File: src/common/piu_pkg.sv
// Shared constants and types of the priority interrupt unit
package piu_pkg;
    localparam int NUM_IRQ = 5;
    localparam int STACK_DEPTH = 5;
    localparam int ADDR_W = 3;
    localparam int DATA_W = 8;
    localparam int LVL_W = 3;
    localparam int SP_W = 3;
    localparam int NUM_EV = 3;

    // Register offsets
    localparam logic [ADDR_W-1:0] OFS_CTRL = 3'h0;
    localparam logic [ADDR_W-1:0] OFS_ACTIVE = 3'h1;
    localparam logic [ADDR_W-1:0] OFS_MASK = 3'h2;
    localparam logic [ADDR_W-1:0] OFS_PORTC = 3'h3;
    localparam logic [ADDR_W-1:0] OFS_ISTAT = 3'h4;
    localparam logic [ADDR_W-1:0] OFS_IMASK = 3'h5;

    // Control register fields and the port C request bit
    localparam int CTRL_MODE_BIT = 0;
    localparam int CTRL_PRIO_BIT = 1;
    localparam int CTRL_EDGE3_BIT = 2;
    localparam int CTRL_EDGE4_BIT = 3;
    localparam int PORTC_REQ_BIT = 5;

    // Event bits of the interrupt status register
    localparam int EV_LOAD = 0;
    localparam int EV_OVERFLOW = 1;
    localparam int EV_UNDERFLOW = 2;

    // Reset values
    localparam logic [NUM_IRQ-1:0] MASK_RST = 5'h00;
    localparam logic [NUM_EV-1:0] IMASK_RST = 3'h0;
    localparam logic [LVL_W-1:0] LVL_NONE = 3'h0;

    typedef struct packed {
        logic edge_select_four;
        logic edge_select_three;
        logic priority_select;
        logic port_c_interrupt_mode;
    } piu_ctrl_t;

    localparam piu_ctrl_t CTRL_RST = 4'h0;

    typedef struct packed {
        logic [ADDR_W-1:0] addr;
        logic [DATA_W-1:0] wdata;
        logic wr;
        logic rd;
    } piu_bus_req_t;
endpackage

File: src/rtl/piu_edge_detect.sv
// Input synchroniser and selectable edge detector
`timescale 1ns/1ps
`default_nettype none
module piu_edge_detect #(
    parameter int N = 5
) (
    // Clock and reset
    input wire logic clk_sys,
    input wire logic arst_n,
    // Pins and edge choice
    input wire logic [N-1:0] pins,
    input wire logic [N-1:0] rise_sel,
    // Detected edges, one cycle each
    output logic [N-1:0] edges
);
    logic [N-1:0] s1_q, s2_q, s3_q;
    logic [N-1:0] s1_d, s2_d, s3_d;

    always_comb begin
        s1_d = pins;
        s2_d = s1_q;
        s3_d = s2_q;
        // Only the second and third stages are compared; the first may be metastable
        edges = (rise_sel & s2_q & ~s3_q) | (~rise_sel & ~s2_q & s3_q);
    end

    // Idle level is high so a reset does not fake a falling edge
    always_ff @(posedge clk_sys or negedge arst_n) begin
        if (!arst_n) begin
            s1_q <= '1;
            s2_q <= '1;
            s3_q <= '1;
        end else begin
            s1_q <= s1_d;
            s2_q <= s2_d;
            s3_q <= s3_d;
        end
    end
endmodule
`default_nettype wire

File: src/rtl/piu_core.sv
// Priority interrupt unit with latch, mask, active register and nesting stack
//
// Decided for this implementation: the register offsets and the strobed register port.
`timescale 1ns/1ps
`default_nettype none
module piu_core
    import piu_pkg::*;
#(
    parameter int DEPTH = STACK_DEPTH
) (
    // Clock and reset
    input wire logic clk_sys,
    input wire logic arst_n,
    // Register port
    input wire piu_bus_req_t bus_req,
    output logic [DATA_W-1:0] rdata,
    // Interrupt inputs and request line
    input wire logic [NUM_IRQ-1:0] interrupt_inputs,
    output logic irq_req_n,
    // Unit event interrupt
    output logic irq
);
    function automatic logic [LVL_W-1:0] f_level(input logic [NUM_IRQ-1:0] v);
        logic [LVL_W-1:0] l;
        l = LVL_NONE;
        for (int i = 0; i < NUM_IRQ; i++) begin
            if (v[i]) begin
                l = LVL_W'(i + 1);
            end
        end
        return l;
    endfunction

    function automatic logic [NUM_IRQ-1:0] f_onehot(input logic [LVL_W-1:0] l);
        logic [NUM_IRQ-1:0] v;
        v = '0;
        if (l != LVL_NONE) begin
            v[l - LVL_W'(1)] = 1'b1;
        end
        return v;
    endfunction

    piu_ctrl_t ctrl_q, ctrl_d;
    logic [NUM_IRQ-1:0] mask_q, mask_d;
    logic [NUM_IRQ-1:0] latch_q, latch_d;
    logic [NUM_IRQ-1:0] air_q, air_d;
    logic req_q, req_d;
    logic read_done_q, read_done_d;
    logic [LVL_W-1:0] stk_q [DEPTH];
    logic [LVL_W-1:0] stk_d [DEPTH];
    logic [SP_W-1:0] sp_q, sp_d;
    logic [NUM_EV-1:0] stat_q, stat_d;
    logic [NUM_EV-1:0] imask_q, imask_d;
    logic [DATA_W-1:0] rdata_q, rdata_d;
    logic [NUM_EV-1:0] ev;
    logic [NUM_IRQ-1:0] edges, rise_sel, pend;
    logic [LVL_W-1:0] svc, thr, top;
    logic rd_air, wr_air;

    assign rise_sel = {ctrl_q.edge_select_four, ctrl_q.edge_select_three, 3'h0};

    piu_edge_detect #(
        .N(NUM_IRQ)
    ) u_edge (
        .clk_sys(clk_sys),
        .arst_n(arst_n),
        .pins(interrupt_inputs),
        .rise_sel(rise_sel),
        .edges(edges)
    );

    assign rd_air = bus_req.rd && (bus_req.addr == OFS_ACTIVE);
    assign wr_air = bus_req.wr && (bus_req.addr == OFS_ACTIVE);

    always_comb begin
        ctrl_d = ctrl_q;
        mask_d = mask_q;
        latch_d = latch_q;
        air_d = air_q;
        req_d = req_q;
        read_done_d = read_done_q;
        stk_d = stk_q;
        sp_d = sp_q;
        imask_d = imask_q;
        ev = '0;
        // Level being serviced sits on top of the stack
        svc = (sp_q == '0) ? LVL_NONE : stk_q[sp_q - SP_W'(1)];
        top = f_level(air_q);
        thr = (air_q != '0) ? top : svc;
        // No input is pending outside interrupt mode
        pend = ctrl_q.port_c_interrupt_mode ? (latch_q & mask_q) : '0;

        if (bus_req.wr && bus_req.addr == OFS_CTRL) begin
            ctrl_d = piu_ctrl_t'(bus_req.wdata[$bits(piu_ctrl_t)-1:0]);
        end
        if (bus_req.wr && bus_req.addr == OFS_MASK) begin
            mask_d = bus_req.wdata[NUM_IRQ-1:0];
        end
        if (bus_req.wr && bus_req.addr == OFS_IMASK) begin
            imask_d = bus_req.wdata[NUM_EV-1:0];
        end
        if (bus_req.wr && bus_req.addr == OFS_PORTC && ctrl_q.port_c_interrupt_mode) begin
            latch_d = latch_d & bus_req.wdata[NUM_IRQ-1:0];
        end

        if (wr_air) begin
            air_d = '0;
            read_done_d = 1'b0;
            if (sp_q != '0) begin
                sp_d = sp_q - SP_W'(1);
            end else begin
                ev[EV_UNDERFLOW] = 1'b1;
            end
        end else if (rd_air) begin
            // Clearing by and-not rather than xor keeps a latch bit already cleared from coming back
            latch_d = latch_d & ~air_q;
            req_d = 1'b0;
            read_done_d = 1'b1;
            if (sp_q < SP_W'(DEPTH)) begin
                stk_d[sp_q] = top;
                sp_d = sp_q + SP_W'(1);
            end else begin
                ev[EV_OVERFLOW] = 1'b1;
            end
        end else if (ctrl_q.priority_select) begin
            // Only a strictly higher level than the active or serviced one gets through
            if (f_level(pend) > thr) begin
                air_d = f_onehot(f_level(pend));
                req_d = 1'b1;
                ev[EV_LOAD] = 1'b1;
            end
        end else if (!read_done_q && (pend & ~air_q) != '0) begin
            // Unprioritized: gather every new unmasked latched bit until software reads
            air_d = air_q | pend;
            req_d = 1'b1;
            ev[EV_LOAD] = 1'b1;
        end

        // A new edge wins over any clear in the same cycle
        latch_d = latch_d | edges;

        stat_d = stat_q;
        if (bus_req.wr && bus_req.addr == OFS_ISTAT) begin
            stat_d = stat_q & ~bus_req.wdata[NUM_EV-1:0];
        end
        stat_d = stat_d | ev;

        rdata_d = '0;
        if (bus_req.rd) begin
            if (bus_req.addr == OFS_CTRL) begin
                rdata_d = DATA_W'(ctrl_q);
            end else if (bus_req.addr == OFS_ACTIVE) begin
                rdata_d = DATA_W'(air_q);
            end else if (bus_req.addr == OFS_MASK) begin
                rdata_d = DATA_W'(mask_q);
            end else if (bus_req.addr == OFS_PORTC) begin
                rdata_d = DATA_W'(latch_q);
                rdata_d[PORTC_REQ_BIT] = ~req_q;
            end else if (bus_req.addr == OFS_ISTAT) begin
                rdata_d = DATA_W'(stat_q);
            end else if (bus_req.addr == OFS_IMASK) begin
                rdata_d = DATA_W'(imask_q);
            end
        end
    end

    always_ff @(posedge clk_sys or negedge arst_n) begin
        if (!arst_n) begin
            ctrl_q <= CTRL_RST;
            mask_q <= MASK_RST;
            latch_q <= '0;
            air_q <= '0;
            req_q <= 1'b0;
            read_done_q <= 1'b0;
            for (int i = 0; i < DEPTH; i++) begin
                stk_q[i] <= LVL_NONE;
            end
            sp_q <= '0;
            stat_q <= '0;
            imask_q <= IMASK_RST;
            rdata_q <= '0;
        end else begin
            ctrl_q <= ctrl_d;
            mask_q <= mask_d;
            latch_q <= latch_d;
            air_q <= air_d;
            req_q <= req_d;
            read_done_q <= read_done_d;
            stk_q <= stk_d;
            sp_q <= sp_d;
            stat_q <= stat_d;
            imask_q <= imask_d;
            rdata_q <= rdata_d;
        end
    end

    assign rdata = rdata_q;
    assign irq_req_n = ~req_q;
    assign irq = |(stat_q & imask_q);
endmodule
`default_nettype wire

File: config.mk
export PLATFORM = sky130hd
export DESIGN_NAME = piu_core
export DESIGN_NICKNAME = d
export VERILOG_FILES = /design/src/common/piu_pkg.sv /design/src/rtl/piu_edge_detect.sv /design/src/rtl/piu_core.sv
export SDC_FILE = /design/constraint.sdc
export NUM_CORES = 1
export LEC_CHECK = 0
export ABC_AREA = 1
export BUFFER_PORTS_ARGS = -buffer_cell sky130_fd_sc_hd__buf_2
export CORE_ASPECT_RATIO = 0.75
export CORE_MARGIN = 3
export CORE_UTILIZATION = 60
export DETAILED_ROUTE_END_ITERATION = 10
export PLACE_DENSITY_LB_ADDON = 0.2
export SLEW_MARGIN = 20
export SYNTH_ARGS = -nofsm -noshare
export SYNTH_HDL_FRONTEND = slang
export SYNTH_SLANG_ARGS = --single-unit
File: constraint.sdc
create_clock -name clk_sys -period 5.4 [get_ports clk_sys]
set_clock_uncertainty 0.05 [all_clocks]
set_input_delay 0.54 -clock clk_sys [delete_from_list [all_inputs] [get_ports clk_sys]]
set_output_delay 0.54 -clock clk_sys [all_outputs]
set_load 0.005 [all_outputs]
==> impl_metrics.ini, run 1 <==
[floorplanning]
core_mm2 = 0.00512
io_pins = 30
die_x_um = 92.0
die_area_mm2 = 0.00648
start_util_pct = 65.0
rows = 22
dieHeight_um = 70.5

[worst_setup_path]
cp_cell_sequence = clkinv_1 > ha_1 > inv_1 > nand3_1 > nand3_1 > o21ai_0 > a21oi_1 > ha_1 > nand2_1 > or2_2 > a21oi_1 > nor2_1 > nor2_4 > nand2_2 > nand2_1 > nand2_1
rr_startpoint = sp_q[0]
crit_type = register to register
cp-end-kind = register
cp_top_family = simple AND/OR/NAND/NOR gates
path_buf_inv = 2
critical_path_arrival_ns = 3.84
cpMostUsedCell = nand2_1
crit_start = sp_q[0]
crit_fanout = 13
cp_slowest_stage_delay_ns = 0.64
critPathLaunchType = register
required_ns = 5.58
crit_slowest_cell = dfrtp_1

[clock_tree]
clk_pin_slew_ns = 0.08
cts_setup_buffers = 0
cts_buffer_depth = 2
htree_levels = 3
cts_tree = yes
post_cts_resize_count = 0
clock_latency_ns = 0.35
clock-sinks = 66
cts_buffers = 9
cts-root-buf = clkbuf_8
cts_hold_buf = 0

[final_layout]
fill_cells = 414
fin_nets = 459
n_antenna_cell = 0
drive_above_1_share_pct = 17.7
syn_to_final_growth_pct = 11.6

[drt]
drtIter0Drc = 267
wl_per_cell_um = 14.3
firstDrtPassIters = 5
ant_nets = 0
num_vias = 2801
avgViaCountPerCell = 5.51
drc_errors = 0
wl_mm = 7.28

[sta]
tns_ns = 0
slew_headroom_pct = 47.8
setup_ws_ns = 1.74
finalSetupViolations = 0
finalCritPeriodShare_pct = 67.9
report.final.hold_viol_count = 0
min_period_ns = 3.66
finalHoldWorstSlack_ns = 0.235
clock.fmax_mhz = 273
worst_pin_slew_ns = 0.782
slew_viol_final = 0
grt_setup_unrepaired = false

[pwr]
power_density_mw_per_mm2 = 462
vdd_drop_max_mv = 0.257
total_leakage_power_nw = 1.80

[placed_design]
pre_cts_ws_ns = 1.80
dp_hpwl_mm = 5.37
io_buffers = 24
gp_congestion = 0.964

[synth]
synth_common_cells = nand2_1 (103), o21ai_0 (63), dfrtp_1 (51)
yosysWarnings = 0
synthCells = 400
ys_types = 32
async_flop_share_pct = 100
synth_most_common_cell = nand2_1
ys_ff_latch = 66
syn_area_per_cell_um2 = 8.31
synth_edf_count = 0
post-synth-top-area-cell = dfrtp_1
synth_area_leaders = dfrtp_1 (38%), dfstp_2 (12%), nand2_1 (12%)
synthDominantCellAreaShare_pct = 38.4
synthFlopType = dfrtp_1
synth_area_mm2 = 0.00333
yosysSeqAreaShare_pct = 50.2

[global_routing]
grt_use_total_pct = 24.1
grt_max_degree = 67
grt_pass1_vias = 2471
grt_pass1_wl_mm = 12.1
grt_antenna_before_repair = 0
overflow = 0

[outcome]
outcome = completed

[min_path]
hp-class = primary input to register
hold_start = interrupt_inputs[2]

[job]
cap_violations = 0
[worst register-to-register path: cells and delay by family (launching register included)]
family | cells | cell delay [ns]
AO/OA/AOI/OAI | 3 | 0.40
AND/OR/NAND/NOR | 9 | 1.04
adder cells (fa/ha/maj) | 2 | 0.84
buffers and inverters | 2 | 0.58
flip-flops | 1 | 0.64
[worst paths after layout]
path,slack (ns),end,depth (start not counted)
hold reg to reg,0.31,u_edge.s2_q[0],0
setup reg to reg,1.74,air_q[1],16
hold / removal,0.23,u_edge.s1_q[2],1
max in group asynchronous,4.47,stk_q[14],2
min in group asynchronous,0.31,rdata[3],2
setup / recovery,1.74,air_q[1],16
[flip-flops by register name (all words and copies together) (netlist names)]
name	cells
ctrl_q	4
imask_q	3
u_edge.s1_q	5
latch_q	5
stk_q	15
req_q	1
u_edge.s3_q	5
mask_q	5
read_done_q	1
rdata	6
u_edge.s2_q	5
sp_q	3
stat_q	3
air_q	5
[per-stage QoR]
| stage | instance area, um^2 | std cells | utilization (%) | power (mW) |
|---|---|---|---|---|
| after floorplan | 3330 | 401 | - | 1.13 |
| after global placement | 3510 | 492 | 68.6 | 1.29 |
| after detailed placement | 3510 | 492 | 68.6 | 1.31 |
| after CTS | 3710 | 508 | 72.5 | 1.71 |
| after global routing | 3710 | 508 | 72.5 | 1.85 |
| final | 3710 | 508 | 72.5 | 1.71 |
[metal layers]
layer	vias up	global-route usage (%)	wire length, um
li1	1381	-	-
met1	1271	38.2	3540
met2	139	32.0	2930
met3	10	6.24	749
met4	0	7.41	61
met5	-	0	0
[final cells by class]
class,instances,area [um^2],area share (%)
Sequential cell,66,1670,45.0
Multi-Input combinational cell,287,1470,39.6
Inverter,42,158,4.25
Clock buffer,10,149,4.01
Timing Repair Buffer,25,128,3.44
Tap cell,72,90.1,2.43
Clock inverter,6,46.3,1.25
[kinds of logic (layout without fill, tap and decap cells)]
logic type	Yosys count	in the layout	share of synthesized area, %
compound gates	82	82	12.5
xor+xnor	3	3	0.790
fa+ha+maj	8	8	3.01
buf+inv	48	83	5.72
flops	66	66	50.2
mux	1	1	0.339
other cells	1	2	0.113
simple gates	191	191	27.3
[layout by cell type (no fill, tap or decap), types with 3 or more instances in the layout]
cell / Yosys / routed
a21oi_1: 15 / 15
buf_2: 2 / 24
clkbuf_8: 0 / 9
dfrtp_1: 51 / 51
dfstp_2: 15 / 15
ha_1: 8 / 8
inv_1: 37 / 37
inv_2: 4 / 4
nand2_1: 103 / 103
nand3_1: 32 / 32
nand4_1: 5 / 5
nand4_2: 5 / 5
nor2_1: 30 / 30
nor2_4: 3 / 3
nor3_1: 3 / 3
o21ai_0: 63 / 63
[where the power goes]
| group | switching, mW | internal, mW |
|---|---|---|
| registers | 0.112 | 0.593 |
| logic | 0.395 | 0.216 |
| clock network | 0.198 | 0.198 |
(Power assumes the default switching activity.)
==> inputs of run 2 (changes only) <==
CORE_UTILIZATION = 53   (was 60)
clock period = 3 ns   (was 5.4 ns; I/O delays follow)
==> impl_metrics.ini, run 2 (synthesis results as in run 1) <==
[outcome]
outcome = completed

[drt]
drtIter0Drc = 226
wl_per_cell_um = 14.6
wl_mm = 7.69
num_vias = 2869
avgViaCountPerCell = 5.45
ant_nets = 0
firstDrtPassIters = 5
drc_errors = 0

[sta]
clock.fmax_mhz = 365
slew_viol_final = 0
report.final.hold_viol_count = 0
min_period_ns = 2.74
setup_ws_ns = 0.263
worst_pin_slew_ns = 0.728
finalSetupViolations = 0
tns_ns = 0
slew_headroom_pct = 51.5
grt_setup_unrepaired = false
finalCritPeriodShare_pct = 91.2

[clock_tree]
clock-sinks = 66
cts_buffers = 9
htree_levels = 3
cts_setup_buffers = 0
clock_latency_ns = 0.35
cts_tree = yes
cts-root-buf = clkbuf_8
cts_buffer_depth = 2
clk_pin_slew_ns = 0.08

[placed_design]
io_buffers = 24
dp_hpwl_mm = 5.81
pre_cts_ws_ns = 0.109
gp_congestion = 0.927

[floorplanning]
dieHeight_um = 74.6
die_x_um = 97.5
die_area_mm2 = 0.00727
rows = 24
io_pins = 30
start_util_pct = 55.9
core_mm2 = 0.00595

[worst_setup_path]
cp_cell_sequence = inv_2 > ha_1 > xnor2_1 > nand3b_1 > o21ai_1 > a21oi_1 > ha_1 > nand2_1 > or2_2 > a21oi_2 > nor2_1 > nor2_4 > nand2_2 > nand2_1 > nand2_1
critPathLaunchType = register
ff2ff_path_depth = 15
path_buf_inv = 1
rr_startpoint = sp_q[0]
cpMostUsedCell = nand2_1
cp-end-kind = register
crit_slowest_cell = dfrtp_1
reg2reg_to = air_q[4]
required_ns = 3.18
critical_path_arrival_ns = 2.92
worst-r2r-setup-slack_ns = 0.26
cp_slowest_stage_delay_ns = 0.37
crit_fanout = 6
cp_top_family = simple AND/OR/NAND/NOR gates
crit_type = register to register

[final_layout]
largest-register = stk_q
final_common_cell = nand2_1
n_antenna_cell = 0
post-route-util_pct = 64.5
final_cell_mix = nand2_1 (103), o21ai_0 (61), dfrtp_1 (51)
drive_above_1_share_pct = 19.2
fin_nets = 471
syn_to_final_growth_pct = 15.3
largest_reg_flops = 15

[min_path]
whs_endpoint = mask_q[4]
hp-class = primary input to register
hold_start = bus_req[6]
whs_path_depth = 2

[global_routing]
grt_pass1_vias = 2672
grt_pass1_wl_mm = 13.2
grt_antenna_before_repair = 0
grt_use_total_pct = 23.4
overflow = 0
grt_max_degree = 36

[pwr]
total_leakage_power_nw = 1.85
power_mw = 3.19
vdd_drop_max_mv = 0.534
power_density_mw_per_mm2 = 832

[job]
cap_violations = 0
==> run 2: changes by cell type in the layout (fill, tap and decap cells not counted), sizes merged <==
cell and delta:
clkbuf -1, dlygate4sd3 +6, clkinv -2, clkinvlp -1
inv +4, buf +6
==> run 2: layer usage <==
metal	global-route usage, %	up-vias	routed length (um)
li1	-	1412	-
met1	34.8	1331	3810
met2	33.1	111	3100
met3	6.56	15	660
met4	7.83	0	124
met5	0	-	0
==> run 2: worst max path at each step <==
| stage | startpoint | endpoint | slack, ns | depth (start not counted) |
|---|---|---|---|---|
| global route | sp_q[0] | air_q[3] | 0.04 | 15 |
| detailed placement | sp_q[0] | air_q[3] | 0.11 | 16 |
| floorplan | sp_q[0] | air_q[1] | 0.21 | 15 |
| CTS | sp_q[0] | air_q[4] | 0.08 | 16 |
| global placement | sp_q[0] | air_q[1] | 0.18 | 16 |
| finish | sp_q[0] | air_q[4] | 0.26 | 15 |
==> run 2: layout make-up <==
class                      count  area, um^2
inverter                      42         158
timing repair buffer          37         245
fill                         500        2110
multi-input combinational    287        1490
clock inverter                 7        56.3
clock buffer                   9         124
tap                           78        97.6
sequential                    66        1670
==> run 2: where the power goes <==
part	internal, mW	switching (mW)	leakage [nW]
registers	1.07	0.172	0.803
logic	0.482	0.786	0.955
clock network	0.313	0.371	0.0959
==> run 2: through the flow <==
step	cell area, um^2	hold slack (ns)	instances
2_1_floorplan	3330	-0.0456	401
3_3_place_gp	3580	0.295	504
3_5_place_dp	3580	0.297	504
5_1_grt	3840	0.143	526
4_1_cts	3820	0.131	526
6_report	3840	0.143	526
==> run 2: repair_timing <==
item,4_1_cts,5_1_grt
hold endpoints to repair,36,0
hold buffers,6,0
gates resized for setup,0,6
endpoints found under the setup margin,0,7
==> inputs of run 3 (changes only) <==
CORE_UTILIZATION = 54   (was 53)
SYNTH_HIERARCHICAL = 1   (was not set)
==> impl_metrics.ini, run 3 <==
[sta]
slew_viol_final = 0
tns_ns = 0
clock.fmax_mhz = 380
finalSetupViolations = 0
report.final.hold_viol_count = 0
finalHoldWorstSlack_ns = 0.186
finalCritPeriodShare_pct = 87.7
min_period_ns = 2.63
grt_setup_unrepaired = false

[final_layout]
fin_nets = 497
final_cell_count_no_fill = 552
drive_above_1_share_pct = 17.9
largest-register = stk_q
syn_to_final_growth_pct = 15.2
design_area_mm2 = 0.00397
final_common_cell = nand2_1
largest_reg_flops = 15
post-route-util_pct = 66.1
n_antenna_cell = 0
final_cell_mix = nand2_1 (121), dfrtp_1 (51), inv_1 (48)

[pwr]
clockPowerShare_pct = 24.2
total_leakage_power_nw = 1.93
combPwrFrac_pct = 38.2
internal_power_mw = 1.98
vdd_drop_max_mv = 0.441
power_density_mw_per_mm2 = 836
p_seq_share_pct = 37.6
swShare_pct = 40.2
p_sw_mw = 1.33

[worst_setup_path]
crit_slowest_cell = dfrtp_1
cp_top_family = simple AND/OR/NAND/NOR gates
crit_fanout = 6
ff2ff_path_depth = 16
cp-end-kind = register
critPathLaunchType = register
required_ns = 3.23
cp_slowest_stage_delay_ns = 0.47
cp_cell_sequence = inv_1 > nand2_1 > inv_1 > nor4_1 > a21oi_1 > ha_1 > nand2_1 > inv_1 > nand2_1 > nand2_1 > nand2_1 > nand3_1 > nand2_2 > a21oi_2 > nand2_1 > nand2_1
reg2reg_to = air_q[2]
worst-r2r-setup-slack_ns = 0.37
crit_type = register to register
rr_startpoint = sp_q[2]
path_buf_inv = 3
critical_path_arrival_ns = 2.87
cpMostUsedCell = nand2_1

[drt]
wl_mm = 8.12
drc_errors = 0
ant_nets = 0
firstDrtPassIters = 5
drtIter0Drc = 282
avgViaCountPerCell = 5.48
num_vias = 3025
wl_per_cell_um = 14.7

[synth]
ys_types = 36
synth_area_leaders = dfrtp_1 (37%), nand2_1 (13%), dfstp_2 (11%)
syn_area_per_cell_um2 = 8.20
post-synth-top-area-cell = dfrtp_1
ys_ff_latch = 66
synthCells = 420
synth_most_common_cell = nand2_1
synth_common_cells = nand2_1 (121), dfrtp_1 (51), inv_1 (48)
yosysWarnings = 6
synthDominantCellAreaShare_pct = 37.1
synth_area_mm2 = 0.00344
synth_edf_count = 0
yosysSeqAreaShare_pct = 48.5
async_flop_share_pct = 100
synthFlopType = dfrtp_1

[placed_design]
io_buffers = 24
dpl_cell_area_mm2 = 0.00369
gp_congestion = 0.972
dp_cells = 530
dp_hpwl_mm = 6.07

[floorplanning]
rows = 24
core_mm2 = 0.00601
dieHeight_um = 75.2
io_pins = 30
start_util_pct = 57.4
die_area_mm2 = 0.00738
die_x_um = 98.2

[clock_tree]
post_cts_resize_count = 0
clock_latency_ns = 0.35
cts_buffers = 9
clk_pin_slew_ns = 0.07
cts-root-buf = clkbuf_8
cts_setup_buffers = 0
clock-sinks = 66
cts_hold_buf = 6
cts_tree = yes
htree_levels = 3
cts_buffer_depth = 2

[global_routing]
grt_pass1_wl_mm = 13.8
grt_antenna_before_repair = 0
grt_pass1_vias = 2796
grt_max_degree = 37
grt_use_total_pct = 24.1
overflow = 0

[outcome]
outcome = completed

[min_path]
hp-class = primary input to register
whs_endpoint = mask_q[4]
whs_path_depth = 3
hold_start = bus_req[6]

[job]
cap_violations = 0
run 3: cell count changes after synthesis, moves of 5 or more:
cell / delta
a31o_2: +5
o21ai_1: +13
inv_1: +11
o21ai_0: -19
nand2_1: +18
nor2_1: -9
nand4_2: -5
run 3: worst max-delay path by stage:
stage / cells after the start / to / startpoint / slack [ns]
4_1_cts: 16 / air_q[2] / sp_q[0] / 0.38
2_1_floorplan: 19 / air_q[0] / sp_q[0] / 0.33
3_3_place_gp: 16 / air_q[0] / sp_q[0] / 0.47
5_1_grt: 16 / air_q[0] / sp_q[0] / 0.08
3_5_place_dp: 16 / air_q[2] / sp_q[0] / 0.43
6_report: 16 / air_q[2] / sp_q[2] / 0.37
run 3: layout make-up:
type                       instances  area (um^2)
timing repair buffer              38          240
sequential                        66         1670
tap                               78         97.6
inverter                          52          195
clock inverter                     6         70.1
clock buffer                      10          149
multi-input combinational        302         1550
fill                             523         2040
run 3: metal layers:
| layer | vias to the layer above | global-route usage (%) | wire length (um) |
|---|---|---|---|
| li1 | 1469 | - | - |
| met1 | 1427 | 35.7 | 4010 |
| met2 | 117 | 34.7 | 3280 |
| met3 | 12 | 7.22 | 735 |
| met4 | 0 | 6.82 | 97 |
| met5 | - | 0 | 0 |
run 3: power by group through the flow:
| stage | Clock [mW] | Combinational, mW | Sequential, mW |
|---|---|---|---|
| 6_report | 0.803 | 1.27 | 1.25 |
| 5_1_grt | 0.860 | 1.47 | 1.27 |
| 4_1_cts | 0.825 | 1.26 | 1.24 |
| 3_5_place_dp | 0 | 1.24 | 1.26 |
| 3_3_place_gp | 0 | 1.21 | 1.25 |
| 2_1_floorplan | 0 | 0.898 | 1.21 |
run 3: worst register-to-register path: cells and delay by family (launching register included):
| kind | cells | cell delay, ns |
|---|---|---|
| buffers and inverters | 3 | 0.37 |
| adders and majority gates | 1 | 0.29 |
| DFF | 1 | 0.47 |
| and+or+nand+nor | 10 | 1.09 |
| AOI/OAI and AO/OA | 2 | 0.31 |
run 3: kinds of logic (layout without fill, tap and decap cells):
group,count (synthesis),in the layout,share of synthesized area [%]
buf+inv,59,106,7.37
xor+xnor,4,4,1.02
flops,66,66,48.5
other cells,1,8,0.109
fa+ha+maj,8,8,2.91
compound gates,86,86,13.6
simple gates,196,196,26.5
run 3: through the flow:
| step | setup slack (ns) | power (mW) |
|---|---|---|
| 4_1_cts | 0.381 | 3.32 |
| 3_5_place_dp | 0.429 | 2.50 |
| 2_1_floorplan | 0.333 | 2.10 |
| 5_1_grt | 0.0788 | 3.59 |
| 3_3_place_gp | 0.473 | 2.46 |
| 6_report | 0.368 | 3.32 |
